===== config.mk =====
export PLATFORM = sky130hd
export DESIGN_NAME = smoc_config
export DESIGN_NICKNAME = d
export VERILOG_FILES = /design/src/smoc_pkg.sv /design/src/smoc_config.sv
export SDC_FILE = /design/constraint.sdc
export NUM_CORES = 1
export LEC_CHECK = 0
export BUFFER_PORTS_ARGS = -buffer_cell sky130_fd_sc_hd__buf_4
export CAP_MARGIN = 5
export CORE_AREA = 10 10 84 86
export CTS_CLUSTER_SIZE = 30
export DETAILED_ROUTE_END_ITERATION = 8
export DIE_AREA = 0 0 94 96
export PLACE_DENSITY_LB_ADDON = 0.1
export SYNTH_ARGS = -nofsm -noshare
export SYNTH_HDL_FRONTEND = slang
export SYNTH_SLANG_ARGS = --single-unit

===== constraint.sdc =====
create_clock -name CORE_CLK -period 1.95 [get_ports CORE_CLK]
set_input_delay 0.39 -clock CORE_CLK [delete_from_list [all_inputs] [get_ports CORE_CLK]]
set_output_delay 0.39 -clock CORE_CLK [all_outputs]
set_load 0.005 [all_outputs]

===== src/smoc_pkg.sv =====
// smoc_pkg: offsets, field positions, reset values and mode codes
// assumes one core clock domain and a byte-wide register interface
package smoc_pkg;
	localparam logic [7:0] CONFIG_TWO_ADDR     = 8'h16;
	localparam logic [7:0] RATE_DEC_ADDR       = 8'h17;
	localparam logic [7:0] REST_IDLE_HI_ADDR   = 8'h18;
	localparam logic [7:0] REST_IDLE_LO_ADDR   = 8'h19;
	localparam logic [7:0] CONFIG_TWO_RESET    = 8'h00;
	localparam logic [7:0] RATE_DEC_RESET      = 8'h00;
	localparam logic [7:0] IDLE_RESET          = 8'h00;
	localparam int         REST_PM_HI          = 5;
	localparam int         REST_PM_LO          = 4;
	localparam int         BYTE_ORDER_BIT      = 3;
	localparam int         TEMP_INC_BIT        = 1;
	localparam int         FAST_READ_BIT       = 0;
	localparam logic [1:0] PM_LOW_POWER        = 2'h0;
	localparam logic [1:0] PM_HIGH_PERF        = 2'h1;
	typedef enum logic [1:0] {
		SMOC_LOW_POWER,
		SMOC_HIGH_PERF,
		SMOC_FLEXIBLE
	} smoc_mode_t;
endpackage


===== src/smoc_config.sv =====
// smoc_config: sleep power mode and output format configuration bank
// assumes a same-clock byte register port driven by the serial interface
`timescale 1ns/1ps

module smoc_config (
	input  wire logic        CORE_CLK,
	input  wire logic        RST,
	input  wire logic        REG_WR,
	input  wire logic [7:0]  REG_ADDR,
	input  wire logic [7:0]  REG_WDATA,
	output logic      [7:0]  REG_RDATA,
	input  wire logic [11:0] SAMPLE,
	input  wire logic        ORDERED_FIELD,
	input  wire logic        FIELD_HI_ADDR,
	input  wire logic        BURST_AXIS_DATA,
	output logic      [7:0]  DATA_BYTE,
	output logic             SKIP_HI_ADDR,
	output logic             TEMP_IN_RANGE,
	output logic      [1:0]  REST_MODE,
	output logic      [3:0]  REST_RATE_CODE,
	output logic      [3:0]  REST_DEC_CODE,
	output logic             REST_CODE_IS_DEC,
	output logic      [11:0] REST_IDLE_TIME,
	output logic             FAST_READ
);
	typedef struct packed {
		logic [7:0]           cfg;
		logic [7:0]           rate;
		logic [3:0]           idle_hi;
		logic [7:0]           idle_lo;
		logic [7:0]           rdata;
		logic [7:0]           dbyte;
		smoc_pkg::smoc_mode_t mode;
		logic [3:0]           rate_code;
		logic [3:0]           dec_code;
		logic                 is_dec;
	} smoc_state_t;

	smoc_state_t st_q;
	smoc_state_t st_d;

	logic       wr_cfg;
	logic       wr_rate;
	logic       wr_idle_hi;
	logic       wr_idle_lo;
	logic       order_be;
	logic       fast_rd;
	logic [1:0] pm_next;
	logic [3:0] nib_next;

	// write strobes per register
	assign wr_cfg     = REG_WR && (REG_ADDR == smoc_pkg::CONFIG_TWO_ADDR);
	assign wr_rate    = REG_WR && (REG_ADDR == smoc_pkg::RATE_DEC_ADDR);
	assign wr_idle_hi = REG_WR && (REG_ADDR == smoc_pkg::REST_IDLE_HI_ADDR);
	assign wr_idle_lo = REG_WR && (REG_ADDR == smoc_pkg::REST_IDLE_LO_ADDR);

	// format controls from the stored byte
	assign order_be = st_q.cfg[smoc_pkg::BYTE_ORDER_BIT];
	assign fast_rd  = st_q.cfg[smoc_pkg::FAST_READ_BIT];

	always_comb begin
		st_d = st_q;
		// register writes
		if (wr_cfg) begin
			st_d.cfg = REG_WDATA;
		end
		if (wr_rate) begin
			st_d.rate = REG_WDATA;
		end
		if (wr_idle_hi) begin
			st_d.idle_hi = REG_WDATA[3:0];
		end
		if (wr_idle_lo) begin
			st_d.idle_lo = REG_WDATA;
		end
		// sleep mode decode from the values being stored
		pm_next  = st_d.cfg[smoc_pkg::REST_PM_HI:smoc_pkg::REST_PM_LO];
		nib_next = st_d.rate[3:0];
		if (pm_next[1]) begin
			st_d.mode      = smoc_pkg::SMOC_FLEXIBLE;
			st_d.is_dec    = 1'b1;
			st_d.rate_code = 4'h0;
			st_d.dec_code  = nib_next;
		end else if (pm_next == smoc_pkg::PM_HIGH_PERF) begin
			st_d.mode      = smoc_pkg::SMOC_HIGH_PERF;
			st_d.is_dec    = 1'b0;
			st_d.rate_code = nib_next;
			st_d.dec_code  = 4'h0;
		end else begin
			st_d.mode      = smoc_pkg::SMOC_LOW_POWER;
			st_d.is_dec    = 1'b0;
			st_d.rate_code = nib_next;
			st_d.dec_code  = 4'h0;
		end
		// register readback
		if (REG_ADDR == smoc_pkg::CONFIG_TWO_ADDR) begin
			st_d.rdata = st_q.cfg;
		end else if (REG_ADDR == smoc_pkg::RATE_DEC_ADDR) begin
			st_d.rdata = st_q.rate;
		end else if (REG_ADDR == smoc_pkg::REST_IDLE_HI_ADDR) begin
			st_d.rdata = {4'h0, st_q.idle_hi};
		end else if (REG_ADDR == smoc_pkg::REST_IDLE_LO_ADDR) begin
			st_d.rdata = st_q.idle_lo;
		end else begin
			st_d.rdata = 8'h00;
		end
		// output data byte formatting
		if (ORDERED_FIELD && fast_rd) begin
			if (FIELD_HI_ADDR) begin
				st_d.dbyte = 8'h00;
			end else begin
				st_d.dbyte = SAMPLE[11:4];
			end
		end else if (ORDERED_FIELD && order_be) begin
			if (FIELD_HI_ADDR) begin
				st_d.dbyte = {SAMPLE[3:0], 4'h0};
			end else begin
				st_d.dbyte = SAMPLE[11:4];
			end
		end else begin
			if (FIELD_HI_ADDR) begin
				st_d.dbyte = {4'h0, SAMPLE[11:8]};
			end else begin
				st_d.dbyte = SAMPLE[7:0];
			end
		end
	end

	always_ff @(posedge CORE_CLK or posedge RST) begin
		if (RST) begin
			st_q.cfg       <= smoc_pkg::CONFIG_TWO_RESET;
			st_q.rate      <= smoc_pkg::RATE_DEC_RESET;
			st_q.idle_hi   <= smoc_pkg::IDLE_RESET[3:0];
			st_q.idle_lo   <= smoc_pkg::IDLE_RESET;
			st_q.rdata     <= 8'h00;
			st_q.dbyte     <= 8'h00;
			st_q.mode      <= smoc_pkg::SMOC_LOW_POWER;
			st_q.rate_code <= smoc_pkg::RATE_DEC_RESET[3:0];
			st_q.dec_code  <= 4'h0;
			st_q.is_dec    <= 1'b0;
		end else begin
			st_q <= st_d;
		end
	end

	// outputs
	assign REG_RDATA        = st_q.rdata;
	assign DATA_BYTE        = st_q.dbyte;
	assign SKIP_HI_ADDR     = fast_rd && BURST_AXIS_DATA;
	assign TEMP_IN_RANGE    = st_q.cfg[smoc_pkg::TEMP_INC_BIT];
	assign REST_MODE        = st_q.mode;
	assign REST_RATE_CODE   = st_q.rate_code;
	assign REST_DEC_CODE    = st_q.dec_code;
	assign REST_CODE_IS_DEC = st_q.is_dec;
	assign REST_IDLE_TIME   = {st_q.idle_hi, st_q.idle_lo};
	assign FAST_READ        = fast_rd;

	// checks
	property p_low_power_mode;
		@(posedge CORE_CLK) disable iff (RST)
		wr_cfg && (REG_WDATA[smoc_pkg::REST_PM_HI:smoc_pkg::REST_PM_LO] == smoc_pkg::PM_LOW_POWER)
		|=> (REST_MODE == smoc_pkg::SMOC_LOW_POWER) && !REST_CODE_IS_DEC
			&& (REST_RATE_CODE == st_q.rate[3:0]);
	endproperty
	a_low_power_mode: assert property (p_low_power_mode)
		else $error("low power mode not selected");

	property p_high_perf_mode;
		@(posedge CORE_CLK) disable iff (RST)
		wr_cfg && (REG_WDATA[smoc_pkg::REST_PM_HI:smoc_pkg::REST_PM_LO] == smoc_pkg::PM_HIGH_PERF)
		|=> (REST_MODE == smoc_pkg::SMOC_HIGH_PERF) && !REST_CODE_IS_DEC
			&& (REST_RATE_CODE == st_q.rate[3:0]);
	endproperty
	a_high_perf_mode: assert property (p_high_perf_mode)
		else $error("high performance mode not selected");

	property p_flexible_mode;
		@(posedge CORE_CLK) disable iff (RST)
		wr_cfg && REG_WDATA[smoc_pkg::REST_PM_HI]
		|=> (REST_MODE == smoc_pkg::SMOC_FLEXIBLE) && REST_CODE_IS_DEC
			&& (REST_DEC_CODE == st_q.rate[3:0]);
	endproperty
	a_flexible_mode: assert property (p_flexible_mode)
		else $error("flexible mode not selected");

	property p_idle_time;
		@(posedge CORE_CLK) disable iff (RST)
		wr_idle_lo |=> REST_IDLE_TIME[7:0] == $past(REG_WDATA);
	endproperty
	a_idle_time: assert property (p_idle_time)
		else $error("idle time low byte not stored");

	property p_temp_include;
		@(posedge CORE_CLK) disable iff (RST)
		wr_cfg |=> TEMP_IN_RANGE == $past(REG_WDATA[smoc_pkg::TEMP_INC_BIT]);
	endproperty
	a_temp_include: assert property (p_temp_include)
		else $error("temperature include bit not stored");

	property p_fast_msb;
		@(posedge CORE_CLK) disable iff (RST)
		FAST_READ && ORDERED_FIELD && !FIELD_HI_ADDR |=> DATA_BYTE == $past(SAMPLE[11:4]);
	endproperty
	a_fast_msb: assert property (p_fast_msb)
		else $error("fast read byte is not the sample top byte");

	property p_big_endian_hi;
		@(posedge CORE_CLK) disable iff (RST)
		!FAST_READ && order_be && ORDERED_FIELD && FIELD_HI_ADDR
		|=> DATA_BYTE == {$past(SAMPLE[3:0]), 4'h0};
	endproperty
	a_big_endian_hi: assert property (p_big_endian_hi)
		else $error("big endian upper byte not left justified");

	property p_fixed_little_hi;
		@(posedge CORE_CLK) disable iff (RST)
		!ORDERED_FIELD && FIELD_HI_ADDR |=> DATA_BYTE == {4'h0, $past(SAMPLE[11:8])};
	endproperty
	a_fixed_little_hi: assert property (p_fixed_little_hi)
		else $error("fixed field upper byte not right justified");

endmodule // smoc_config


==> metrics.txt, run 1 <==
adder-cell share of the synthesized area=0%; wire length per cell=17.4 um; post-synthesis mux area share=15.5%; CTS Buf Count=5; synth warn=0; Startpoint Class=input pin; gr ovfl total=0; Internal=roughly 1.5 mW; CTS tree=done; fraction of layout cells with a size suffix above 1=45.9%; Leakage=between 1.5 and 2 nW; worst skew pair latency=0.30 ns; Sink Count=53; IO Count=76; reg2reg end=DATA_BYTE[0]; area of the multi-input gates=approximately 950 um2; Placed Area=3060 um2; Post-Syn Area per Cell=11.9 um2; Syn Nets=~250; Max-Cap Viols=0; Die X=94 um; part of the cycle the worst path needs=86.2%; normalized max-slew margin=66.8%; Area growth syn-to-layout=19.9%; Ant. Diodes=0; Worst Clk Skew=0.00322 ns; most frequent cells in the layout=buf_4 (85), dfrtp_1 (53), mux2_2 (22); H-tree levels=2; total die area=between 9000 and 10000 um2; setup_tns=0 ns; crit-path max cell delay=0.60 ns; Reg power frac=57.2%; Buf+Inv Stages, Crit Path=1; die height=96 um; total wire length=5.93 mm; Pwr Density=approximately 650 nW/um2; vias in the first global route=1860; kind of critical path=in2reg; Clk pwr share=29.7%; crit path DAT=1.87 ns; final hold vios=0; Nets=301; synthesized instance count=220; post-synthesis sequential area ratio=between 50% and 60%; Worst Setup EP=order_be; row count=27; DRT Pass-1 Iters=4; Fillers=464; core footprint=about 5400 um2; DRT iter0 DRCs=129; path depth of the worst reg2reg path=4; final setup fails=0; DR vias=1768; Initial Util=48.6%; post-cts sizing count=0; largest net degree at the start of global routing=35; area leader, netlist=dfrtp_1; clk buf depth=2; Root Driver=clkbuf_8; drt drc=0; critical path depth in cells=4; RSZ-0062 raised after global routing=no; Distinct cells, synth=35; Synth area leaders=dfrtp_1 (50%), buf_4 (11%), mux2_2 (9.4%), mux2i_1 (6.1%), o21ai_0 (1.7%); Net Sw Frac=between 20% and 30%; Finished Cell Area=~3100 um2; CP max stage cell=or4b_1; FF-to-FF Start=FAST_READ; combinational power share=13.1%; number of routed nets with antenna violations=0; Worst Path Required=2.14 ns; Compound-Gate Fraction of Synth Area=9.81%; delay-heaviest family, CP=simple AND/OR/NAND/NOR gates; global-route wire length before repair=9.59 mm; P_sw=502 uW; Slew Viols, Final=0; initial antenna violation count=0; CTS Hold Bufs=0; Simple-Gate Fraction of Synth Area=10.8%; Mapped Area=2630 um2; top-area cell type share of the netlist area=between 50 and 60%; register bit total from synthesis=53; commonest non-fill, non-tap cell in the layout=buf_4; Setup crit start=REG_ADDR[7]; outcome=finished clean; largest family of logic cells by synthesized area=multiplexers; area occupied by registers=1330 um2; Synth Area in XOR/XNOR=0%; clk slew on worst S/H paths=around 0.09 ns; Port Buffers=75; worst-margin pin slew=0.496 ns; Final Wtd Congestion=0.786; CP Cell Sequence=buf_4 > or4b_1 > nor3_4 > mux2_2; Worst VDD drop=0.431 mV; Final Worst Setup Slack=~0.27 ns; Peak Freq=595 MHz; r2r setup slk=around 0.71 ns; HP Class=in2async; post-CTS setup buffers=0; pre-CTS setup slack=-0.0507 ns; Setup crit end kind=flip-flop; post-route minimum period=between 1.5 and 2 ns; vias per cell=between 5 and 6; DP Wirelength=4.68 mm; GRT Overall Usage=13.4%; Crit Path Max Fanout=6
-- registers in the layout, indices dropped and copies added (netlist names) --
register / count
FAST_READ: 1
DATA_BYTE: 8
REST_IDLE_TIME: 12
REST_MODE: 1
REST_DEC_CODE: 4
order_be: 1
REG_RDATA: 8
TEMP_IN_RANGE: 1
REST_RATE_CODE: 4
st_q: 13
-- stage by stage --
| stage | std cells | total power [mW] | utilization [%] | hold WS, ns |
|---|---|---|---|---|
| 2_1_floorplan | 220 | 1.34 | - | 0.472 |
| 3_3_place_gp | 332 | 1.46 | 56.6 | 0.430 |
| 3_5_place_dp | 332 | 1.46 | 56.6 | 0.440 |
| 4_1_cts | 340 | 2.07 | 58.3 | 0.108 |
| 5_1_grt | 340 | 2.14 | 58.3 | 0.128 |
| 6_report | 340 | 2.04 | 58.3 | 0.0997 |
-- layout make-up --
cell class / instances / share of cell area [%]
clock buffer: 6 / 2.30
clock inverter: 2 / 0.477
multi-input combinational: 115 / 30.1
tap: 72 / 2.86
inverter: 5 / 0.596
sequential: 53 / 42.1
timing repair buffer: 87 / 21.5
-- cell usage after synthesis --
library cell	count
nor2_1	4
nand2_1	10
a22oi_1	4
a211oi_1	5
clkbuf_1	4
o31ai_4	1
nand3b_1	1
nor3_1	2
buf_6	1
nor4_1	3
nand4_1	6
o31ai_2	1
and2_1	1
a221o_1	4
nor4b_1	1
dfrtp_1	53
o31ai_1	4
nor4b_2	1
nand3_1	5
a31oi_1	1
nor3b_1	1
or3b_2	1
and4_1	2
inv_1	5
mux2i_1	16
nand4_2	1
and4b_1	2
nor3_4	1
or4b_1	1
o22a_1	4
o21ai_0	9
mux2_2	22
buf_4	39
buf_2	3
nand4b_1	1
-- power by group through the flow --
stage | sequential, mW | combinational (mW) | clock (mW)
6_report | 1.17 | 0.268 | 0.605
2_1_floorplan | 1.18 | 0.156 | 0
3_5_place_dp | 1.19 | 0.274 | 0
5_1_grt | 1.17 | 0.298 | 0.671
4_1_cts | 1.17 | 0.274 | 0.624
3_3_place_gp | 1.19 | 0.269 | 0
-- cells by family after synthesis --
group                  count (synthesis)
DFF                                   53
buffers and inverters                 52
and+or+nand+nor                       44
muxes                                 38
AOI/OAI and AO/OA                     33
-- how the worst min path moves through the flow --
| stage | startpoint | endpoint | slack, ns | depth (start not counted) |
|---|---|---|---|---|
| global route | RST | REST_MODE[0] | 0.13 | 2 |
| CTS | RST | REG_RDATA[6] | 0.11 | 2 |
| detailed placement | RST | REST_MODE[0] | 0.44 | 2 |
| finish | RST | REST_MODE[0] | 0.1 | 2 |
| floorplan | st_q[51] | st_q[51] | 0.47 | 2 |
| global placement | RST | REST_MODE[0] | 0.43 | 2 |
-- per-layer routing --
metal  up-vias  track usage (%)  routed length, um
li1        857                -                  -
met1       853             17.2               2650
met2        54             20.6               2780
met3         4             4.98                459
met4         0             4.18                 47
met5         -                0                  0
-- worst reg2reg max path, delay by kind of cell, from the launching register on --
kind            cells  cell delay, ns
compound gates      2            0.24
buf+inv             1            0.22
flops               1            0.45
mux                 1            0.22
Power figures use the tool's default switching activity.
==> inputs of run 2 (changes only) <==
--- a/config.mk
+++ b/config.mk
@@ -11,7 +11,9 @@
 export CTS_CLUSTER_SIZE = 30
 export DETAILED_ROUTE_END_ITERATION = 8
 export DIE_AREA = 0 0 94 96
+export GPL_TIMING_DRIVEN = 0
 export PLACE_DENSITY_LB_ADDON = 0.1
+export SETUP_SLACK_MARGIN = 0.3
 export SYNTH_ARGS = -nofsm -noshare
 export SYNTH_HDL_FRONTEND = slang
 export SYNTH_SLANG_ARGS = --single-unit
==> metrics.txt, run 2 (synthesized netlist as in run 1, its figures left out) <==
crit path DAT=roughly 1.9 ns; vias in the first global route=2066; IO Count=76; core footprint=5410 um2; Worst Path Required=2.15 ns; Nets=340; CP Cell Sequence=buf_6 > or4b_4 > buf_8 > nor3_4 > buf_6 > mux2_2; Final Total Pwr=2.25 mW; worst skew pair latency=0.31 ns; Slew Viols, Final=0; normalized max-slew margin=between 20 and 25%; Setup crit end kind=flip-flop; CP max stage cell=or4b_4; Biggest register=st_q; DRT Pass-1 Iters=4; Fillers=452; final hold vios=0; Worst Clk Skew=0.00932 ns; r2r setup slk=0.46 ns; Area growth syn-to-layout=33.1%; Port Buffers=75; met1 WL=2.78 mm; row count=27; gr ovfl total=0; max reg flops=13; Die X=94 um; met2 wire length=2.99 mm; drt drc=0; most frequent CP cell=buf_6; Max-Cap Viols=0; RSZ-0062 raised after global routing=yes; met3 wire len=480 um; Peak Freq=595 MHz; HP Start=SAMPLE[2]; Root Driver=clkbuf_8; Leakage=~1.8 nW; number of routed nets with antenna violations=0; CTS Buf Count=5; post-route minimum period=1.68 ns; GRT Overall Usage=14.1%; total wire length=about 6.3 mm; Final Wtd Congestion=0.807; Initial Util=48.6%; Pwr Density=644 nW/um2; largest net degree at the start of global routing=54; HP Class=in2reg; DP Wirelength=4.73 mm; clk buf depth=2; H-tree levels=2; CTS tree=done; Ant. Diodes=0; die height=approximately 96 um; path depth of the worst reg2reg path=4; CTS Hold Bufs=0; WHS Endpoint=DATA_BYTE[6]; global-route wire length before repair=slightly above 10 mm; worst-margin pin slew=1.13 ns; most frequent cells in the layout=buf_4 (114), dfrtp_1 (53), mux2_2 (17); initial antenna violation count=0; DR vias=slightly below 2000; reg2reg end=DATA_BYTE[2]; outcome=finished clean; commonest non-fill, non-tap cell in the layout=buf_4; Worst VDD drop=0.497 mV; hold path depth=3; part of the cycle the worst path needs=between 80 and 90%; kind of critical path=in2reg; setup_tns=0 ns; Startpoint Class=input pin; Sink Count=53; crit-path max cell delay=0.53 ns; FF-to-FF Start=FAST_READ; fraction of layout cells with a size suffix above 1=52.4%; DRT iter0 DRCs=101; clk slew on worst S/H paths=0.09 ns; area occupied by registers=1330 um2; Crit Path Max Fanout=8; vias per cell=5.18; wire length per cell=approximately 17 um; final setup fails=0; total die area=about 9000 um2; Final Core Density=64.7%; Top Metal Used=met4; area of the multi-input gates=a little under 1000 um2
-- run 2: timing repair --
action / CTS / global route
endpoints found under the setup margin: 19 / 29
gates resized for setup: 5 / 10
buffers inserted: 2 / 2
pin swaps: 1 / 2
-- run 2: routing by layer --
metal	vias to the layer above	GRT usage (%)
li1	937	-
met5	-	0
met3	7	4.82
met1	956	18.0
met2	65	21.9
met4	0	4.81
-- run 2: power by group --
part           internal, mW  switching [mW]  leakage (nW)  total, mW
logic                 0.176           0.138          1.05      0.314
clock network         0.419           0.354        0.0585      0.772
registers              1.14          0.0255         0.722       1.17
total                  1.74           0.517          1.83       2.25
-- run 2: metrics by stage --
stage	cell area [um2]	instances	setup WS [ns]	hold WS, ns
after floorplan	2640	220	0.138	0.451
after global placement	3290	367	-0.124	0.485
after detailed placement	3290	367	-0.135	0.494
after CTS	3440	377	0.283	0.285
after global routing	3500	379	0.238	0.283
final	3500	379	0.268	0.303
-- run 2: worst max-delay path by stage --
stage	start	cells after the start	endpoint	slack [ns]
2_1_floorplan	REG_ADDR[7]	4	FAST_READ	0.14
3_3_place_gp	REG_ADDR[7]	5	st_q[54]	-0.12
3_5_place_dp	REG_ADDR[7]	5	st_q[54]	-0.14
4_1_cts	REG_ADDR[7]	6	st_q[54]	0.28
5_1_grt	REG_ADDR[5]	6	FAST_READ	0.24
6_report	REG_ADDR[5]	6	FAST_READ	0.27
-- run 2: worst max-delay path: cells and delay by family --
kind                   cells  cell delay (ns)
buffers and inverters      3             0.42
muxes                      1             0.33
and+or+nand+nor            2             0.73
-- run 2: layout make-up --
type                       count  area share (%)
buffer                        47            9.80
clock buffer                   7            2.47
clock inverter                 1           0.859
inverter                       5           0.644
multi-input combinational    115            28.3
sequential                    53            37.9
tap                           72            2.58
timing repair buffer          79            17.4
==> inputs of run 3 (changes only) <==
--- a/config.mk
+++ b/config.mk
@@ -8,6 +8,7 @@
 export BUFFER_PORTS_ARGS = -buffer_cell sky130_fd_sc_hd__buf_4
 export CAP_MARGIN = 5
 export CORE_AREA = 10 10 84 86
+export CTS_BUF_LIST = sky130_fd_sc_hd__clkbuf_4 sky130_fd_sc_hd__clkbuf_8
 export CTS_CLUSTER_SIZE = 30
 export DETAILED_ROUTE_END_ITERATION = 8
 export DIE_AREA = 0 0 94 96
==> metrics.txt, run 3 (synthesized netlist as in run 1, its figures left out) <==
IO Count=between 70 and 80; Worst Path Required=2.15 ns; met2 Usage GRT=21.9%; Biggest register=st_q; Pwr Density=650 nW/um2; Setup crit start=REG_ADDR[5]; commonest non-fill, non-tap cell in the layout=buf_4; Setup crit end kind=flip-flop; DRT Pass-1 Iters=4; setup_tns=0 ns; worst-margin pin slew=1.13 ns; Final Total Pwr=2.26 mW; CTS Buf Count=5; DP Wirelength=between 4 and 5 mm; H-tree levels=2; max reg flops=13; CTS Hold Bufs=0; core footprint=5410 um2; HP Class=in2reg; row count=27; most frequent cells in the layout=buf_4 (113), dfrtp_1 (53), mux2_2 (17); clk slew on worst S/H paths=about 0.090 ns; GRT busiest layer=met2; Min Hold Slack=0.301 ns; Worst Clk Skew=roughly 0.008 ns; global-route wire length before repair=between 10 and 15 mm; most frequent CP cell=buf_6; gr ovfl total=0; Fillers=roughly 450; met3 Use GR=4.82%; worst skew pair latency=0.31 ns; normalized max-slew margin=24.7%; Die X=94 um; RSZ-0062 raised after global routing=yes; FF-to-FF Start=FAST_READ; CTS tree=done; crit-path max cell delay=0.53 ns; Area growth syn-to-layout=32.6%; Ant. Diodes=0; Nets=339; largest net degree at the start of global routing=54; Sink Count=53; total wire length=6.28 mm; Startpoint Class=input pin; clk buf depth=2; Crit Path Max Fanout=8; delay-heaviest family, CP=simple AND/OR/NAND/NOR gates; HP Start=SAMPLE[2]; Initial Util=48.6%; Port Buffers=75; Non-Filler Instances=approximately 380; Placed Cells=367; vias in the first global route=a little over 2000; Slew Viols, Final=0; vias per cell=5.18; Worst VDD drop=0.494 mV; CP max stage cell=or4b_4; DR vias=1958; part of the cycle the worst path needs=between 80% and 90%; DRT iter0 DRCs=a little over 80; Leakage=1.83 nW; post-route minimum period=1.67 ns; Final Wtd Congestion=0.807; CP Cell Sequence=buf_6 > or4b_4 > buf_6 > nor3_4 > buf_6 > mux2_2; wire length per cell=16.6 um; initial antenna violation count=0; GR Layer Usage met1=between 10% and 20%; Root Driver=clkbuf_8; final hold vios=0; crit path DAT=1.87 ns; fraction of layout cells with a size suffix above 1=52.3%; total die area=9020 um2; kind of critical path=in2reg; Max-Cap Viols=0; final setup fails=0; die height=96 um; outcome=finished clean; Buf+Inv Stages, Crit Path=3; GRT Overall Usage=approximately 14%; number of routed nets with antenna violations=0; Peak Freq=597 MHz; drt drc=0
## run 3: cell count changes in the layout (fill, tap and decap cells not counted), sizes merged
cell | previous run | this run
buf | 120 | 119
## run 3: per-layer routing
| metal | up-vias | routed length, um | part of all wire [%] |
|---|---|---|---|
| li1 | 938 | - | - |
| met1 | 952 | 2820 | 45 |
| met2 | 61 | 2930 | 47 |
| met3 | 7 | 462 | 7.4 |
| met4 | 0 | 72 | 1.1 |
| met5 | - | 0 | 0 |
## run 3: cell type report
class                           count  area (um2)  share of cell area, %
Clock buffer                        7        90.1                   2.59
Multi-Input combinational cell    115         986                   28.3
Buffer                             47         339                   9.73
Inverter                            5        22.5                  0.646
Clock inverter                      1        30.0                  0.862
Sequential cell                    53        1330                   38.1
Timing Repair Buffer               78         601                   17.2
Tap cell                           72        90.1                   2.59
## run 3: per-stage QoR
stage	util [%]	setup slack (ns)	instance area, um2
after global routing	64.5	0.244	3480
after CTS	63.8	0.282	3450
after global placement	60.9	-0.124	3290
final	64.5	0.276	3480
after detailed placement	60.9	-0.135	3290
after floorplan	-	0.138	2640
## run 3: where the power goes
| part | internal [mW] | total, mW | leakage [nW] | switching, mW |
|---|---|---|---|---|
| Sequential | 1.14 | 1.17 | 0.722 | 0.0253 |
| Combinational | 0.175 | 0.312 | 1.04 | 0.137 |
| Clock | 0.433 | 0.786 | 0.0619 | 0.353 |
## run 3: worst paths after layout
path,endpoint,slack [ns],depth (start not counted)
hold / removal,DATA_BYTE[6],0.30,3
setup reg to reg,DATA_BYTE[2],0.46,4
setup / recovery,FAST_READ,0.28,6
max in group asynchronous,REST_RATE_CODE[2],1.01,2
min in group asynchronous,REST_IDLE_TIME[6],0.34,2
hold reg to reg,REG_RDATA[6],0.52,1
## run 3: worst min-delay path: cells and delay by family
family	cells	cell delay (ns)
simple gates	1	0.03
compound gates	1	0.06
buf+inv	1	0.08
## run 3: what timing repair did
action                                  4_1_cts  5_1_grt
gates cloned                                  0        0
endpoints found under the setup margin       19       29
gates resized for setup                       5        8
pin swaps                                     1        2
buffers inserted                              2        1
